`src/inc/emoc_pkg.sv`:
```
// constants and carrier types for the event mask and overcurrent capture
// block; shared by the top module and its capture channel module
package emoc_pkg;

    // register word addresses on the internal register port
    localparam logic [15:0] ADDR_IRQ_MASK  = 16'h0406;
    localparam logic [15:0] ADDR_EVT_MASK  = 16'h0407;
    localparam logic [15:0] ADDR_OC_THRESH = 16'h0409;
    localparam logic [15:0] ADDR_OC_CAP_A  = 16'h040A;
    localparam logic [15:0] ADDR_OC_CAP_B  = 16'h040B;
    localparam logic [15:0] ADDR_OC_CAP_C  = 16'h040C;
    localparam logic [15:0] ADDR_OC_CAP_N  = 16'h040D;
    localparam logic [15:0] ADDR_FUND_LVL  = 16'h040F;

    // writable bits of each register; all other bits read zero
    localparam logic [31:0] IRQ_MASK_WR = 32'h000201FF;
    localparam logic [31:0] EVT_MASK_WR = 32'h0001FFFF;
    localparam logic [31:0] VAL24_WR    = 32'h00FFFFFF;

    // reset values
    localparam logic [31:0] IRQ_MASK_RST  = 32'h00000000;
    localparam logic [31:0] EVT_MASK_RST  = 32'h00000000;
    localparam logic [23:0] OC_THRESH_RST = 24'hFFFFFF;
    localparam logic [23:0] OC_CAP_RST    = 24'h000000;
    localparam logic [23:0] FUND_LVL_RST  = 24'h045D45;

    // interrupt mask field positions
    localparam int IRQ_OI_BIT     = 17;
    localparam int IRQ_ZXTO_LSB   = 6;
    localparam int IRQ_NOLOAD_LSB = 0;

    // event pin mask field positions
    localparam int EVT_WAVE_SAMPLE_READY_EN_BIT = 16;
    localparam int EVT_NOLOAD_LSB = 10;
    localparam int EVT_NEGDIR_LSB = 6;
    localparam int EVT_SWELL_LSB  = 3;
    localparam int EVT_DIP_LSB    = 0;

    // capture channel indices
    localparam int OC_CH_A = 0;
    localparam int OC_CH_N = 3;

    // register port request
    typedef struct packed {
        logic        wr;
        logic        rd;
        logic [15:0] addr;
        logic [31:0] wdata;
    } emoc_reg_req_t;

    // voltage quality states per phase, bit 0 is phase a
    typedef struct packed {
        logic [2:0] swell;
        logic [2:0] dip;
    } emoc_pq_t;

    // interrupt status conditions held by the metrology core
    typedef struct packed {
        logic       overcurrent;
        logic [2:0] zc_timeout;
        logic [5:0] noload_change;
    } emoc_irq_stat_t;

endpackage

```
`src/rtl/emoc_capture.sv`:
```
// one overcurrent capture channel: compare and hold rms value
// assumes rms input is synchronous to clock_i and valid every cycle
`timescale 1ns/100ps
`default_nettype none

module emoc_capture
    import emoc_pkg::*;
#(
    parameter int VAL_W = 24
) (
    // clock and reset
    input  wire logic             clock_i,
    input  wire logic             srst_i,
    // compare inputs
    input  wire logic             enable_i,
    input  wire logic [VAL_W-1:0] threshold_i,
    input  wire logic [VAL_W-1:0] rms_i,
    // captured value
    output logic      [VAL_W-1:0] capture_o
);

    if (VAL_W < 1 || VAL_W > 24) begin : g_chk
        $error("emoc_capture: VAL_W must be 1 to 24");
    end

    logic hit;

    // update only while enabled and strictly above threshold
    assign hit = enable_i && (rms_i > threshold_i);

    // capture register
    always_ff @(posedge clock_i) begin
        if (srst_i) begin
            capture_o <= OC_CAP_RST[VAL_W-1:0];
        end else if (hit) begin
            capture_o <= rms_i;
        end
    end
endmodule

`default_nettype wire

```
`src/rtl/emoc_top.sv`:
```
// event pin mask, interrupt mask low part and overcurrent capture block
// assumes all inputs synchronous to clock_i; register port is the
// internal side of the serial port, one word access per strobe
//
// Function
// - per-phase zero-crossing timeout interrupt enables, bits 8-6
// - six no-load change interrupt enables, bits 5-0
// - bit 16 pulls event pin on sample ready
// - bits 15-10 pull event pin on no-load
// - bits 9-6 negative pulse direction, falling-edge latched
// - bits 5-3 pull event pin during swell
// - bits 2-0 pull event pin during dip
// - 24-bit threshold, resets all ones, upper read-only
// - phase captures take rms above threshold when enabled
// - neutral capture likewise against same threshold
// - fundamental level register, reset 0x45D45, drives output
// - bit 17 enables overcurrent interrupt
`timescale 1ns/100ps
`default_nettype none

module emoc_top
    import emoc_pkg::*;
#(
    parameter int VAL_W = 24,
    parameter int OC_CH = 4
) (
    // clock and reset
    input  wire logic                       clock_i,
    input  wire logic                       srst_i,
    // register port
    input  wire emoc_reg_req_t              reg_req_i,
    output logic      [31:0]                rd_data_o,
    output logic                            rd_valid_o,
    // metrology conditions
    input  wire logic                       wave_sample_ready_i,
    input  wire logic [5:0]                 noload_i,
    input  wire logic [3:0]                 energy_pulse_out_i,
    input  wire logic [3:0]                 neg_energy_i,
    input  wire emoc_pq_t                   pq_i,
    input  wire emoc_irq_stat_t             irq_stat_i,
    // overcurrent inputs, channels a, b, c, neutral
    input  wire logic [OC_CH-1:0]           overcurrent_enable_i,
    input  wire logic [OC_CH-1:0][VAL_W-1:0] half_cycle_rms_i,
    // outputs
    output logic                            irq_o,
    output logic                            event_n_o,
    output logic      [VAL_W-1:0]           fundamental_level_o
);

    if (VAL_W != 24 || OC_CH != 4) begin : g_chk
        $error("emoc_top: VAL_W must be 24 and OC_CH 4");
    end

    logic [31:0]                  irq_mask;
    logic [31:0]                  event_mask;
    logic [VAL_W-1:0]             oc_threshold;
    logic [OC_CH-1:0][VAL_W-1:0]  oc_capture;
    logic [3:0]                   pulse_prev;
    logic [3:0]                   neg_dir;
    logic [31:0]                  next_rd_data;
    logic [16:0]                  evt_cond;
    logic [17:0]                  irq_cond;

    // mask register writes, reserved bits dropped
    always_ff @(posedge clock_i) begin
        if (srst_i) begin
            irq_mask   <= IRQ_MASK_RST;
            event_mask <= EVT_MASK_RST;
        end else if (reg_req_i.wr) begin
            if (reg_req_i.addr == ADDR_IRQ_MASK) begin
                irq_mask <= reg_req_i.wdata & IRQ_MASK_WR;
            end
            if (reg_req_i.addr == ADDR_EVT_MASK) begin
                event_mask <= reg_req_i.wdata & EVT_MASK_WR;
            end
        end
    end

    // threshold and fundamental level registers
    always_ff @(posedge clock_i) begin
        if (srst_i) begin
            oc_threshold        <= OC_THRESH_RST;
            fundamental_level_o <= FUND_LVL_RST;
        end else if (reg_req_i.wr) begin
            if (reg_req_i.addr == ADDR_OC_THRESH) begin
                oc_threshold <= reg_req_i.wdata[VAL_W-1:0];
            end
            if (reg_req_i.addr == ADDR_FUND_LVL) begin
                fundamental_level_o <= reg_req_i.wdata[VAL_W-1:0];
            end
        end
    end

    // capture channels, last one is neutral
    for (genvar ch = 0; ch < OC_CH; ch++) begin : g_cap
        emoc_capture #(
            .VAL_W      (VAL_W)
        ) u_cap (
            .clock_i    (clock_i),
            .srst_i     (srst_i),
            .enable_i   (overcurrent_enable_i[ch]),
            .threshold_i(oc_threshold),
            .rms_i      (half_cycle_rms_i[ch]),
            .capture_o  (oc_capture[ch])
        );
    end

    // pulse direction latched on each falling pulse edge
    always_ff @(posedge clock_i) begin
        if (srst_i) begin
            pulse_prev <= 4'h0;
            neg_dir    <= 4'h0;
        end else begin
            pulse_prev <= energy_pulse_out_i;
            for (int k = 0; k < 4; k++) begin
                if (pulse_prev[k] && !energy_pulse_out_i[k]) begin
                    neg_dir[k] <= neg_energy_i[k];
                end
            end
        end
    end

    // event pin conditions in mask bit order
    assign evt_cond = {wave_sample_ready_i, noload_i, neg_dir,
                       pq_i.swell, pq_i.dip};

    // interrupt conditions in mask bit order
    assign irq_cond = {irq_stat_i.overcurrent, 8'h00,
                       irq_stat_i.zc_timeout, irq_stat_i.noload_change};

    // active-low event pin and active-high interrupt output
    always_ff @(posedge clock_i) begin
        if (srst_i) begin
            event_n_o <= 1'b1;
            irq_o     <= 1'b0;
        end else begin
            event_n_o <= ~|(evt_cond & event_mask[16:0]);
            irq_o     <= |(irq_cond & irq_mask[17:0]);
        end
    end

    // read mux, unmapped addresses read zero
    always_comb begin
        next_rd_data = 32'h00000000;
        case (reg_req_i.addr)
            ADDR_IRQ_MASK:  next_rd_data = irq_mask;
            ADDR_EVT_MASK:  next_rd_data = event_mask;
            ADDR_OC_THRESH: next_rd_data = {8'h00, oc_threshold};
            ADDR_OC_CAP_A:  next_rd_data = {8'h00, oc_capture[0]};
            ADDR_OC_CAP_B:  next_rd_data = {8'h00, oc_capture[1]};
            ADDR_OC_CAP_C:  next_rd_data = {8'h00, oc_capture[2]};
            ADDR_OC_CAP_N:  next_rd_data = {8'h00, oc_capture[3]};
            ADDR_FUND_LVL:  next_rd_data = {8'h00, fundamental_level_o};
            default:        next_rd_data = 32'h00000000;
        endcase
    end

    // registered read answer, one cycle after the strobe
    always_ff @(posedge clock_i) begin
        if (srst_i) begin
            rd_data_o  <= 32'h00000000;
            rd_valid_o <= 1'b0;
        end else begin
            rd_valid_o <= reg_req_i.rd;
            if (reg_req_i.rd) begin
                rd_data_o <= next_rd_data;
            end
        end
    end
endmodule

`default_nettype wire

```
`config.mk`:
```
export PLATFORM = sky130hd
export DESIGN_NAME = emoc_top
export DESIGN_NICKNAME = d
export VERILOG_FILES = /design/src/inc/emoc_pkg.sv /design/src/rtl/emoc_capture.sv /design/src/rtl/emoc_top.sv
export SDC_FILE = /design/constraint.sdc
export NUM_CORES = 1
export LEC_CHECK = 0
export BUFFER_PORTS_ARGS = -buffer_cell sky130_fd_sc_hd__buf_2
export CORE_ASPECT_RATIO = 1.4
export CORE_MARGIN = 2
export CORE_UTILIZATION = 50
export CTS_CLUSTER_SIZE = 14
export DETAILED_ROUTE_END_ITERATION = 8
export HOLD_SLACK_MARGIN = 0.08
export PLACE_DENSITY = 0.72
export SYNTH_ARGS = -nofsm -noshare
export SYNTH_HDL_FRONTEND = slang
export SYNTH_HIERARCHICAL = 1
export SYNTH_SLANG_ARGS = --single-unit
export TNS_END_PERCENT = 30
```
`constraint.sdc`:
```
create_clock -name clock_i -period 2.1 [get_ports clock_i]
set_input_delay 0 -clock clock_i [delete_from_list [all_inputs] [get_ports clock_i]]
set_output_delay 0 -clock clock_i [all_outputs]
set_load 0.005 [all_outputs]
```
==> summary.md, run 1 <==
| Metric | Value |
|---|---|
| Outcome | finished with violations |
| Failing checks | negative setup slack |
| Tightest Pin Transition | 0.679 ns |
| Hold Path Class | in -> reg |
| CP endpoint kind | register |
| Root Driver | clkbuf_16 |
| Clock-pin slew on the worst setup and hold paths | 0.07 ns |
| Clock sink total | roughly 210 |
| Hold Crit Depth | 6 |
| Largest fanout on the critical path | 6 |
| I/O Pins | around 240 |
| Netlist Area Pre-Place | 0.0125 mm² |
| Worst hold margin | about 0.11 ns |
| Crit Reg-Reg Endpoint | g_cap[1].u_cap/capture_o[19] |
| Switching Power | 0.00213 W |
| Vias in the first global route | roughly 12000 |
| DRC Markers | 0 |
| Period utilization | 107% |
| Number of synthesized flops with an enable pin | 0 |
| Initial antenna violation count | 0 |
| Synth warn | 6 |
| Core area | about 0.025 mm² |
| Worst clock skew | approximately 0.011 ns |
| Design Area, Final | approximately 0.017 mm² |
| WS Path Type | reg -> reg |
| Minimum clock period | about 2.3 ns |
| Crit path DAT | about 2.7 ns |
| Post-Synthesis Cells | around 1400 |
| Die Y | approximately 190 µm |
| Synth-to-Final Area Change | 34.2% |
| Register area share after synthesis | between 30% and 40% |
| P_leak | 7.54 nW |
| Post-Route WL | 42200 µm |
| Worst slew margin | 54.7% |
| Synth Area per Inst | 8.82 µm² |
| Worst hold start | overcurrent_enable_i[1] |
| Final Hold Viols | 0 |
| Most frequent cells in the layout | 224 x buf_2, 193 x nand2b_1, 192 x dfxtp_1, 185 x nand2_1, 147 x dlygate4sd3_1 |
| Wire per inst | 19.6 µm |
| Logic pwr share | a little under an eighth |
| Int Pwr | between 0.006 and 0.007 W |
| Netlist cell types | 65 |
| Reg power frac | a little under half |
| Most common cell after layout, fill and taps aside | buf_2 |
| CTS tree | built |
| Switching fraction of total power | between 20% and 30% |
| Post-synth ARST share | 0% |
| Via-to-Cell Ratio | 5.59 |
| Max-cap violations | 0 |
| Row Count | between 60 and 70 |
| Dpl hpwl | 30700 µm |
| Total congestion overflow | 0 |
| CTS buffer count | 22 |
| Setup slack after layout | -0.157 ns |
| Finished Layout Cells | about 2200 |
| Clock share of power | ~43% |
| First DRT Iteration DRCs | 1058 |
| RD Place Congestion | 0.934 |
| Unrepaired setup endpoints after global routing | yes |
| Final Setup Violations | 96 |
| Ys flop type | dfxtp_1 |
| Routed Antenna Nets | 0 |
| Initial Utilization | about half |
| Hold Path Sink | g_cap[1].u_cap/capture_o[9] |
| Post-DP Area | approximately 0.014 mm² |
| Nets | around 2100 |
| Reg2Reg Depth | 8 |
| Power Density | between 500 and 600 mW/mm² |
| Placed cells | a little under 2000 |
| Clk buf depth | 3 |
| First-pass GRT wire length | around 63000 µm |
| Max Slew Vio Count | 0 |
| Flop2flop setup slack | -0.16 ns |
| DIE WIDTH | around 140 µm |
| Clock Latency Late Sink | between 0.5 and 0.6 ns |
| Largest net degree at the start of global routing | roughly 200 |
| Die ar. | 0.0264 mm² |
| Share of layout cells above drive strength 1 | between 20 and 30% |
| F_max | 0.443 GHz |
| Peak VDD IR | ~0.50 mV |
| Final Total Pwr | 0.00864 W |
| Port bufs | around 230 |
| GRT Overall Usage | 31.0% |
| H-tree depth | 1 |
| Initial DRT Pass Iterations | 6 |
| RR Startpoint | oc_threshold[13] |
| Vias | about 12000 |
| Crit start category | register |
| Seq cells post-synth | approximately 200 |
| Required time worst endpoint | roughly 2.5 ns |
==> registers in the layout, indices dropped and copies added, names as in the netlist, 4 cells and up <==
signal / cells
pulse_prev: 4
oc_threshold: 24
irq_mask: 10
neg_dir: 4
fundamental_level_o: 24
rd_data_o: 24
g_cap.u_cap/capture_o: 96
event_mask: 17
==> worst max path at each step <==
| stage | startpoint | endpoint | slack, ns | cells past startpoint |
|---|---|---|---|---|
| global placement | oc_threshold[20] | g_cap[1].u_cap/capture_o[20] | -0.15 | 8 |
| CTS | oc_threshold[21] | g_cap[1].u_cap/capture_o[11] | -0.20 | 9 |
| detailed placement | oc_threshold[20] | g_cap[1].u_cap/capture_o[5] | -0.25 | 8 |
| finish | oc_threshold[13] | g_cap[1].u_cap/capture_o[19] | -0.16 | 8 |
| global route | oc_threshold[23] | g_cap[0].u_cap/capture_o[17] | -0.25 | 9 |
| floorplan | oc_threshold[17] | g_cap[2].u_cap/capture_o[0] | 0.009 | 8 |
==> power groups by stage <==
stage          clock network [W]  registers [W]  logic [W]
6_report                 0.00374        0.00390   0.000998
4_1_cts                  0.00378        0.00391   0.000961
3_3_place_gp                   0        0.00400   0.000734
2_1_floorplan                  0        0.00400   0.000395
3_5_place_dp                   0        0.00400   0.000748
5_1_grt                  0.00392        0.00390    0.00107
==> repair_timing <==
action	CTS	global route
hold buffers	147	0
setup buffers	5	3
pin swaps	8	5
gates resized for setup	35	30
hold endpoints to repair	197	0
cloned	2	0
setup endpoints to repair	96	97
==> metrics by stage <==
step / worst slack (ns) / utilization, % / setup TNS, ns
floorplan: 0.00916 / - / 0
global placement: -0.148 / 57.9 / -10.00
detailed placement: -0.249 / 57.9 / -17.23
CTS: -0.200 / 67.6 / -11.66
global route: -0.245 / 68.2 / -18.92
finish: -0.157 / 68.2 / -10.27
==> final cells by class <==
type,instances,area [µm²]
inverter,108,405
clock buffer,31,626
sequential,206,4170
tap,315,394
antenna,1,2.50
clock inverter,8,46.3
multi-input combinational,1027,7870
fill,1974,7840
timing repair buffer,455,3330
==> kinds of logic after synthesis <==
logic type | Yosys count | synth area share (%)
buffers and inverters | 196 | 7.21
adders and majority gates | 96 | 9.58
AOI/OAI and AO/OA | 258 | 15.8
DFF | 206 | 32.9
muxes | 116 | 9.33
and+or+nand+nor | 549 | 25.2
other | 1 | 0.0299
==> Yosys cell counts (29+ instances only) <==
cell type / number / area share, %
a21oi_1: 97 / 3.9
a22oi_1: 44 / 2.6
clkbuf_1: 46 / 1.4
dfxtp_1: 206 / 33
ha_1: 96 / 9.6
inv_1: 107 / 3.2
mux2i_1: 109 / 8.7
nand2_1: 186 / 5.6
nand2b_1: 193 / 9.6
nand3_1: 30 / 1.2
nand3b_1: 32 / 1.9
nor2_1: 29 / 0.87
==> layer usage <==
| metal | global-route usage [%] | share of wire, % | vias up |
|---|---|---|---|
| met4 | 10.4 | 3.3 | 0 |
| met1 | 40.4 | 41 | 5679 |
| met2 | 52.8 | 48 | 535 |
| met5 | 0 | 0 | - |
| li1 | - | - | 5726 |
| met3 | 3.61 | 7.1 | 92 |
==> worst max-delay path: stages, from the launching register on <==
cell	delay, ns
dfxtp_4	0.40
inv_1	0.06
ha_1	0.31
nand3_2	0.09
nor4_4	0.41
o311ai_2	0.21
a41oi_4	0.26
buf_6	0.21
mux2i_2	0.21
Power figures use the tool's default switching activity.
==> run 2: changes to the inputs <==
--- a/config.mk
+++ b/config.mk
@@ -6,8 +6,8 @@
 export NUM_CORES = 1
 export LEC_CHECK = 0
 export BUFFER_PORTS_ARGS = -buffer_cell sky130_fd_sc_hd__buf_2
-export CORE_ASPECT_RATIO = 1.4
-export CORE_MARGIN = 2
+export CORE_ASPECT_RATIO = 2
+export CORE_MARGIN = 4
 export CORE_UTILIZATION = 50
 export CTS_CLUSTER_SIZE = 14
 export DETAILED_ROUTE_END_ITERATION = 8
==> run 2 against run 1 <==
The flow still finishes with violations (negative setup slack). Utilization increased by 2.8 points. Register-to-register slack worse by 0.09 ns. Hold slack gained 0.019 ns. Total power up 0.76%.
==> summary.md, run 2 (same netlist as run 1, synthesis figures left out) <==
| Metric | Value |
|---|---|
| F_max | 0.427 GHz (was 0.443 GHz) |
| Most frequent cells in the layout | 224 x buf_2, 193 x nand2b_1, 188 x dfxtp_1, 183 x nand2_1, 150 x dlygate4sd3_1 (was 224 x buf_2, 193 x nand2b_1, 192 x dfxtp_1, 185 x nand2_1, 147 x dlygate4sd3_1) |
| GR peak layer | met2 (unchanged) |
| Initial Utilization | 50.9% (was 50.8%) |
| Clock-pin slew on the worst setup and hold paths | 0.07 ns (about the same) |
| P_leak | 7.83 nW (was 7.54 nW) |
| Final Total Pwr | 0.00871 W (was 0.00864 W) |
| Post-Route WL | 45500 µm (was 42200 µm) |
| Reg power frac | 44.9% (was 45.2%) |
| Vias in the first global route | 12600 (was 11800) |
| GRT Overall Usage | 31.4% (was 31.0%) |
| Largest fanout on the critical path | 6 (unchanged) |
| Unrepaired setup endpoints after global routing | yes (unchanged) |
| Port bufs | 225 (unchanged) |
| Initial antenna violation count | 0 (unchanged) |
| DIE WIDTH | 120 µm (was 138 µm) |
| Number of flip-flops in the largest register | 96 (unchanged) |
| Int Pwr | 0.00661 W (was 0.00651 W) |
| Outcome | finished with violations (unchanged) |
| Nets | 2140 (was 2099) |
| H-tree depth | 1 (unchanged) |
| Vias | 12400 (was 12000) |
| DRC Markers | 0 (unchanged) |
| Via-to-Cell Ratio | 5.63 (was 5.59) |
| Clock share of power | 43.4% (was 43.3%) |
| Worst clock skew | 0.00972 ns (was 0.0110 ns) |
| Initial DRT Pass Iterations | 7 (was 6) |
| Met2 Use GR | 55.2% (was 52.8%) |
| Clk buf depth | 3 (unchanged) |
| First DRT Iteration DRCs | 1060 (was 1058) |
| CP endpoint kind | register (unchanged) |
| Max-cap violations | 0 (unchanged) |
| Wire per inst | 20.6 µm (was 19.6 µm) |
| First-pass GRT wire length | 68100 µm (was 63400 µm) |
| GR Util met3 | 2.85% (was 3.61%) |
| Hold Path Class | in -> reg (unchanged) |
| Crit path DAT | 2.78 ns (was 2.69 ns) |
| Sequential Area | 0.00416 mm² (was 0.00417 mm²) |
| Final Setup Violations | 96 (unchanged) |
| Max Slew Vio Count | 0 (unchanged) |
| WS Path Type | reg -> reg (unchanged) |
| Filler Cell Count | 1840 (was 1974) |
| Peak VDD IR | 0.610 mV (was 0.503 mV) |
| Multi-input gate area | 0.00792 mm² (was 0.00787 mm²) |
| Required time worst endpoint | 2.54 ns (was 2.53 ns) |
| CTS tree | built (unchanged) |
| Met1 Use GR | 35.3% (was 40.4%) |
| Minimum clock period | 2.34 ns (was 2.26 ns) |
| Util after Layout | 71.0% (was 68.2%) |
| Largest net degree at the start of global routing | 125 (was 202) |
| Root Driver | clkbuf_16 (unchanged) |
| I/O Pins | 242 (unchanged) |
| Clock Latency Late Sink | 0.51 ns (about the same) |
| Synth-to-Final Area Change | 39.5% (was 34.2%) |
| Die Y | 232 µm (was 191 µm) |
| Crit start category | register (unchanged) |
| Routed Antenna Nets | 0 (unchanged) |
| Power Density | 498 mW/mm² (was 513 mW/mm²) |
| Final Hold Viols | 0 (unchanged) |
| Dpl hpwl | 32700 µm (was 30700 µm) |
| Die ar. | 0.0278 mm² (was 0.0264 mm²) |
| Register with the most flip-flops | g_cap.u_cap/capture_o (unchanged) |
| CTS buffer count | 20 (was 22) |
| Failing checks | negative setup slack (unchanged) |
| Setup slack after layout | -0.244 ns (was -0.157 ns) |
| Row Count | 81 (was 68) |
| Core area | 0.0246 mm² (was 0.0247 mm²) |
| Worst slew margin | 54.5% (was 54.7%) |
| Total congestion overflow | 0 (unchanged) |
| Logic pwr share | 11.7% (was 11.5%) |
| Switching Power | 0.00209 W (was 0.00213 W) |
| Tightest Pin Transition | 0.683 ns (was 0.679 ns) |
| RD Place Congestion | 0.952 (was 0.934) |
| Switching fraction of total power | 24.0% (was 24.6%) |
| Share of layout cells above drive strength 1 | 26.9% (was 25.0%) |
| Most common cell after layout, fill and taps aside | buf_2 (unchanged) |
| Clock sink total | 206 (unchanged) |
| Period utilization | 112% (was 107%) |
run 2: cell count changes in the layout (fill, tap and decap cells not counted), moves of 4 or more:
cell and delta:
buf_4 +15, buf_6 +11, dfxtp_2 +8, buf_12 +5, inv_1 -5, dfxtp_1 -4, dfxtp_4 -4, o311ai_2 -4
o311ai_4 +4
run 2: final cells by class:
cell class	count	area share, %
Tap cell	332	2.37
Timing Repair Buffer	498	22.4
Sequential cell	206	23.8
Clock inverter	7	0.486
Multi-Input combinational cell	1027	45.3
Inverter	108	2.36
Antenna cell	1	0.0143
Clock buffer	27	3.30
run 2: layer usage:
layer  share of wire, %  routed length, µm  up-vias
met2                 50              22900      564
met1                 36              16300     5847
li1                   -                  -     5821
met3                5.8               2630      181
met4                8.1               3690        0
met5                  0                  0        -
run 2: path summary, 6_finish.rpt:
path	slack, ns	cells past startpoint	from	endpoint
worst min register to register	0.45	2	rd_data_o[20]	rd_data_o[20]
worst max-delay path	-0.24	10	oc_threshold[20]	g_cap[1].u_cap/capture_o[20]
worst min-delay path	0.13	6	overcurrent_enable_i[1]	g_cap[1].u_cap/capture_o[1]
worst max register to register	-0.24	10	oc_threshold[20]	g_cap[1].u_cap/capture_o[20]
run 2: power by group through the flow:
stage	clock [W]	combinational [W]	sequential [W]
after global placement	0	0.000746	0.00400
after detailed placement	0	0.000760	0.00400
after CTS	0.00381	0.000982	0.00391
after global routing	0.00398	0.00110	0.00391
after floorplan	0	0.000395	0.00400
final	0.00378	0.00102	0.00391
run 2: metrics by stage:
step                      setup TNS, ns  cell area (µm²)  cells  setup slack (ns)  hold WS [ns]
after floorplan                       0            12600   1429           0.00916         0.118
after global placement           -15.91            14500   1992            -0.239         0.230
after detailed placement         -19.15            14500   1992            -0.292         0.241
after CTS                        -10.29            17100   2193            -0.156         0.114
after global routing             -22.80            17500   2205            -0.319         0.131
final                            -16.18            17500   2206            -0.244         0.127
run 2: timing repair:
action,CTS,global route
resized for setup,59,37
endpoints found under the setup margin,96,96
cloned,4,5
endpoints found under the hold margin,196,0
setup buffers,13,8
pin swaps,19,20
hold buffers,150,0
run 2: critical path, stage by stage, from the launching register on:
cell and delay, ns:
dfxtp_4 0.40, inv_1 0.05, ha_1 0.32, nand4_4 0.16, nor4_4 0.30, buf_6 0.16
o311ai_4 0.12, a41oi_4 0.26, buf_6 0.17, buf_12 0.13, mux2i_1 0.18
==> run 3: changes to the inputs <==
--- a/config.mk
+++ b/config.mk
@@ -8,11 +8,11 @@
 export BUFFER_PORTS_ARGS = -buffer_cell sky130_fd_sc_hd__buf_2
 export CORE_ASPECT_RATIO = 2
 export CORE_MARGIN = 4
-export CORE_UTILIZATION = 50
+export CORE_UTILIZATION = 35
 export CTS_CLUSTER_SIZE = 14
 export DETAILED_ROUTE_END_ITERATION = 8
-export HOLD_SLACK_MARGIN = 0.08
-export PLACE_DENSITY = 0.72
+export HOLD_SLACK_MARGIN = 0.05
+export PLACE_DENSITY = 0.53
 export SYNTH_ARGS = -nofsm -noshare
 export SYNTH_HDL_FRONTEND = slang
 export SYNTH_HIERARCHICAL = 1
==> run 3 against run 2 <==
The flow still finishes with violations (negative setup slack). Sequential power barely moved. Worst setup slack got worse by 0.0047 ns. Utilization decreased by 20 points. Combinational power about the same. Highest routed layer is now met5.
==> summary.md, run 3 (same netlist as run 1, synthesis figures left out) <==
| Metric | Value |
|---|---|
| Vias | 11800 (was 12400) |
| Wl on met1 | 18000 µm (was 16300 µm) |
| P_leak | 7.83 nW (about the same) |
| Flop2flop setup slack | -0.25 ns (was -0.24 ns) |
| Hold Path Class | in -> reg (unchanged) |
| RD Place Congestion | 0.870 (was 0.952) |
| Total negative slack | -18.96 ns (was -16.18 ns) |
| Max-cap violations | 0 (unchanged) |
| Vias in the first global route | 12000 (was 12600) |
| Crit path cell chain | buf_8 -> inv_4 -> ha_4 -> a21o_1 -> a21o_1 -> a2111oi_4 -> a41oi_4 -> clkbuf_16 -> mux2i_1 (was inv_1 -> ha_1 -> nand4_4 -> nor4_4 -> buf_6 -> o311ai_4 -> a41oi_4 -> buf_6 -> buf_12 -> mux2i_1) |
| DRC Markers | 0 (unchanged) |
| Worst clock skew | 0.0131 ns (was 0.00972 ns) |
| Failing checks | negative setup slack (unchanged) |
| Period utilization | 112% (about the same) |
| Required time worst endpoint | 2.51 ns (was 2.54 ns) |
| Root Driver | clkbuf_16 (unchanged) |
| Outcome | finished with violations (unchanged) |
| WS Path Type | reg -> reg (unchanged) |
| Row Count | 97 (was 81) |
| Initial DRT Pass Iterations | 6 (was 7) |
| Filler Cell Count | 3377 (was 1840) |
| Most common cell after layout, fill and taps aside | buf_2 (unchanged) |
| Clock Latency Late Sink | 0.52 ns (was 0.51 ns) |
| I/O Pins | 242 (unchanged) |
| First DRT Iteration DRCs | 609 (was 1060) |
| Slowest cell on crit path | a2111oi_4 (was dfxtp_4) |
| Power Density | 527 mW/mm² (was 498 mW/mm²) |
| Final Hold Viols | 0 (unchanged) |
| Clock sink total | 206 (unchanged) |
| Initial antenna violation count | 4 (was 0) |
| Dpl hpwl | 36100 µm (was 32700 µm) |
| Setup slack at placement | -0.269 ns (was -0.292 ns) |
| Reg2Reg Depth | 9 (was 10) |
| Core area | 0.0352 mm² (was 0.0246 mm²) |
| Setup slack after layout | -0.248 ns (was -0.244 ns) |
| Register with the most flip-flops | g_cap.u_cap/capture_o (unchanged) |
| First-pass GRT wire length | 70200 µm (was 68100 µm) |
| CP max stage delay | 0.55 ns (was 0.40 ns) |
| CP endpoint kind | register (unchanged) |
| Tightest Pin Transition | 0.653 ns (was 0.683 ns) |
| Met3 wire len | 1770 µm (was 2630 µm) |
| Synth-to-Final Area Change | 42.3% (was 39.5%) |
| Met2 wire len | 25700 µm (was 22900 µm) |
| Port bufs | 225 (unchanged) |
| Max Used Layer | met5 (was met4) |
| F_max | 0.426 GHz (was 0.427 GHz) |
| Minimum clock period | 2.35 ns (was 2.34 ns) |
| Initial Utilization | 35.6% (was 50.9%) |
| Die ar. | 0.0391 mm² (was 0.0278 mm²) |
| Via-to-Cell Ratio | 5.10 (was 5.63) |
| CTS tree | built (unchanged) |
| Max Slew Vio Count | 0 (unchanged) |
| Number of flip-flops in the largest register | 96 (unchanged) |
| Util after Layout | 50.7% (was 71.0%) |
| CP Capture Point | g_cap[0].u_cap/capture_o[3] (was g_cap[1].u_cap/capture_o[20]) |
| Crit Reg-Reg Endpoint | g_cap[0].u_cap/capture_o[3] (was g_cap[1].u_cap/capture_o[20]) |
| Crit start category | register (unchanged) |
| CTS buffer count | 21 (was 20) |
| Die Y | 276 µm (was 232 µm) |
| Crit path from | oc_threshold[21] (was oc_threshold[20]) |
| RR Startpoint | oc_threshold[21] (was oc_threshold[20]) |
| Worst slew margin | 56.3% (was 54.5%) |
| GRT Overall Usage | 23.5% (was 31.4%) |
| Worst hold margin | 0.0871 ns (was 0.127 ns) |
| Nets | 2142 (was 2140) |
| Final Setup Violations | 96 (unchanged) |
| Design Area, Final | 0.0178 mm² (was 0.0175 mm²) |
| Share of layout cells above drive strength 1 | 27.7% (was 26.9%) |
| Most frequent cells in the layout | 224 x buf_2, 193 x nand2b_1, 187 x dfxtp_1, 184 x nand2_1, 152 x dlygate4sd3_1 (was 224 x buf_2, 193 x nand2b_1, 188 x dfxtp_1, 183 x nand2_1, 150 x dlygate4sd3_1) |
| Largest fanout on the critical path | 6 (unchanged) |
| H-tree depth | 1 (unchanged) |
| Unrepaired setup endpoints after global routing | yes (unchanged) |
| Post-DP Area | 0.0146 mm² (was 0.0145 mm²) |
| Largest net degree at the start of global routing | 141 (was 125) |
| Peak VDD IR | 0.567 mV (was 0.610 mV) |
| Routed Antenna Nets | 0 (unchanged) |
| DIE WIDTH | 142 µm (was 120 µm) |
| Crit path DAT | 2.76 ns (was 2.78 ns) |
| Clock-pin slew on the worst setup and hold paths | 0.07 ns (about the same) |
| Total congestion overflow | 0 (unchanged) |
| Wire per inst | 20.7 µm (was 20.6 µm) |
| Clk buf depth | 3 (unchanged) |
| Most frequent cell on the critical path | a21o_1 (was buf_6) |
| Post-Route WL | 48100 µm (was 45500 µm) |
[run 3: cell count changes in the layout (fill, tap and decap cells not counted), moves of 4 or more]
| cell | before | now |
|---|---|---|
| bufinv_16 | 2 | 6 |
| ha_1 | 74 | 70 |
| inv_1 | 97 | 92 |
| inv_4 | 3 | 9 |
| clkinv_2 | 5 | 1 |
| ha_4 | 21 | 26 |
[run 3: where the power goes]
part           switching [W]  total, W  internal [W]
registers         0.00000299   0.00391       0.00390
clock network        0.00168   0.00446       0.00278
logic               0.000488   0.00104      0.000553
total                0.00217   0.00941       0.00724
[run 3: area by class of cell]
cell class                      count  area [µm²]  share of cell area [%]
Antenna cell                        2        5.00                  0.0280
Sequential cell                   206        4170                    23.3
Timing Repair Buffer              499        3910                    21.9
Clock inverter                      8         193                    1.08
Clock buffer                       29         616                    3.45
Multi-Input combinational cell   1027        7980                    44.7
Tap cell                          445         557                    3.12
Inverter                          108         428                    2.40
[run 3: worst max-delay path: cells and delay by family, from the launching register on]
kind	cells	cell delay, ns
AO/OA/AOI/OAI	4	1.14
buffers and inverters	3	0.40
flip-flops	1	0.37
adder cells (fa/ha/maj)	1	0.22
multiplexers	1	0.12
[run 3: stage by stage]
step,total power (W),instances
floorplan,0.00440,1429
global placement,0.00478,2109
detailed placement,0.00478,2109
CTS,0.00947,2323
global route,0.00970,2323
finish,0.00941,2324
[run 3: worst min path at each step]
stage                               start                 endpoint  slack (ns)  cells after the start
global route                reg_req_i[47]            rd_data_o[10]        0.10                      6
CTS                         reg_req_i[49]          oc_threshold[7]        0.06                      5
global placement    energy_pulse_out_i[0]            pulse_prev[0]        0.23                      2
detailed placement  energy_pulse_out_i[3]            pulse_prev[3]        0.24                      2
floorplan                   reg_req_i[11]  fundamental_level_o[11]        0.12                      1
finish                      reg_req_i[49]          oc_threshold[9]        0.09                      5
[run 3: timing repair]
action                                  4_1_cts  5_1_grt
endpoints found under the setup margin       96       96
resized for setup                            73       55
hold endpoints to repair                    198        0
gates cloned                                  8        2
hold buffers                                152        0
pin swaps                                    16       24
setup buffers                                17        7
[run 3: routing by layer]
metal | vias up | track usage (%)
li1 | 5838 | -
met1 | 5589 | 25.7
met2 | 312 | 43.9
met3 | 105 | 2.27
met4 | 4 | 12.8
met5 | - | 0
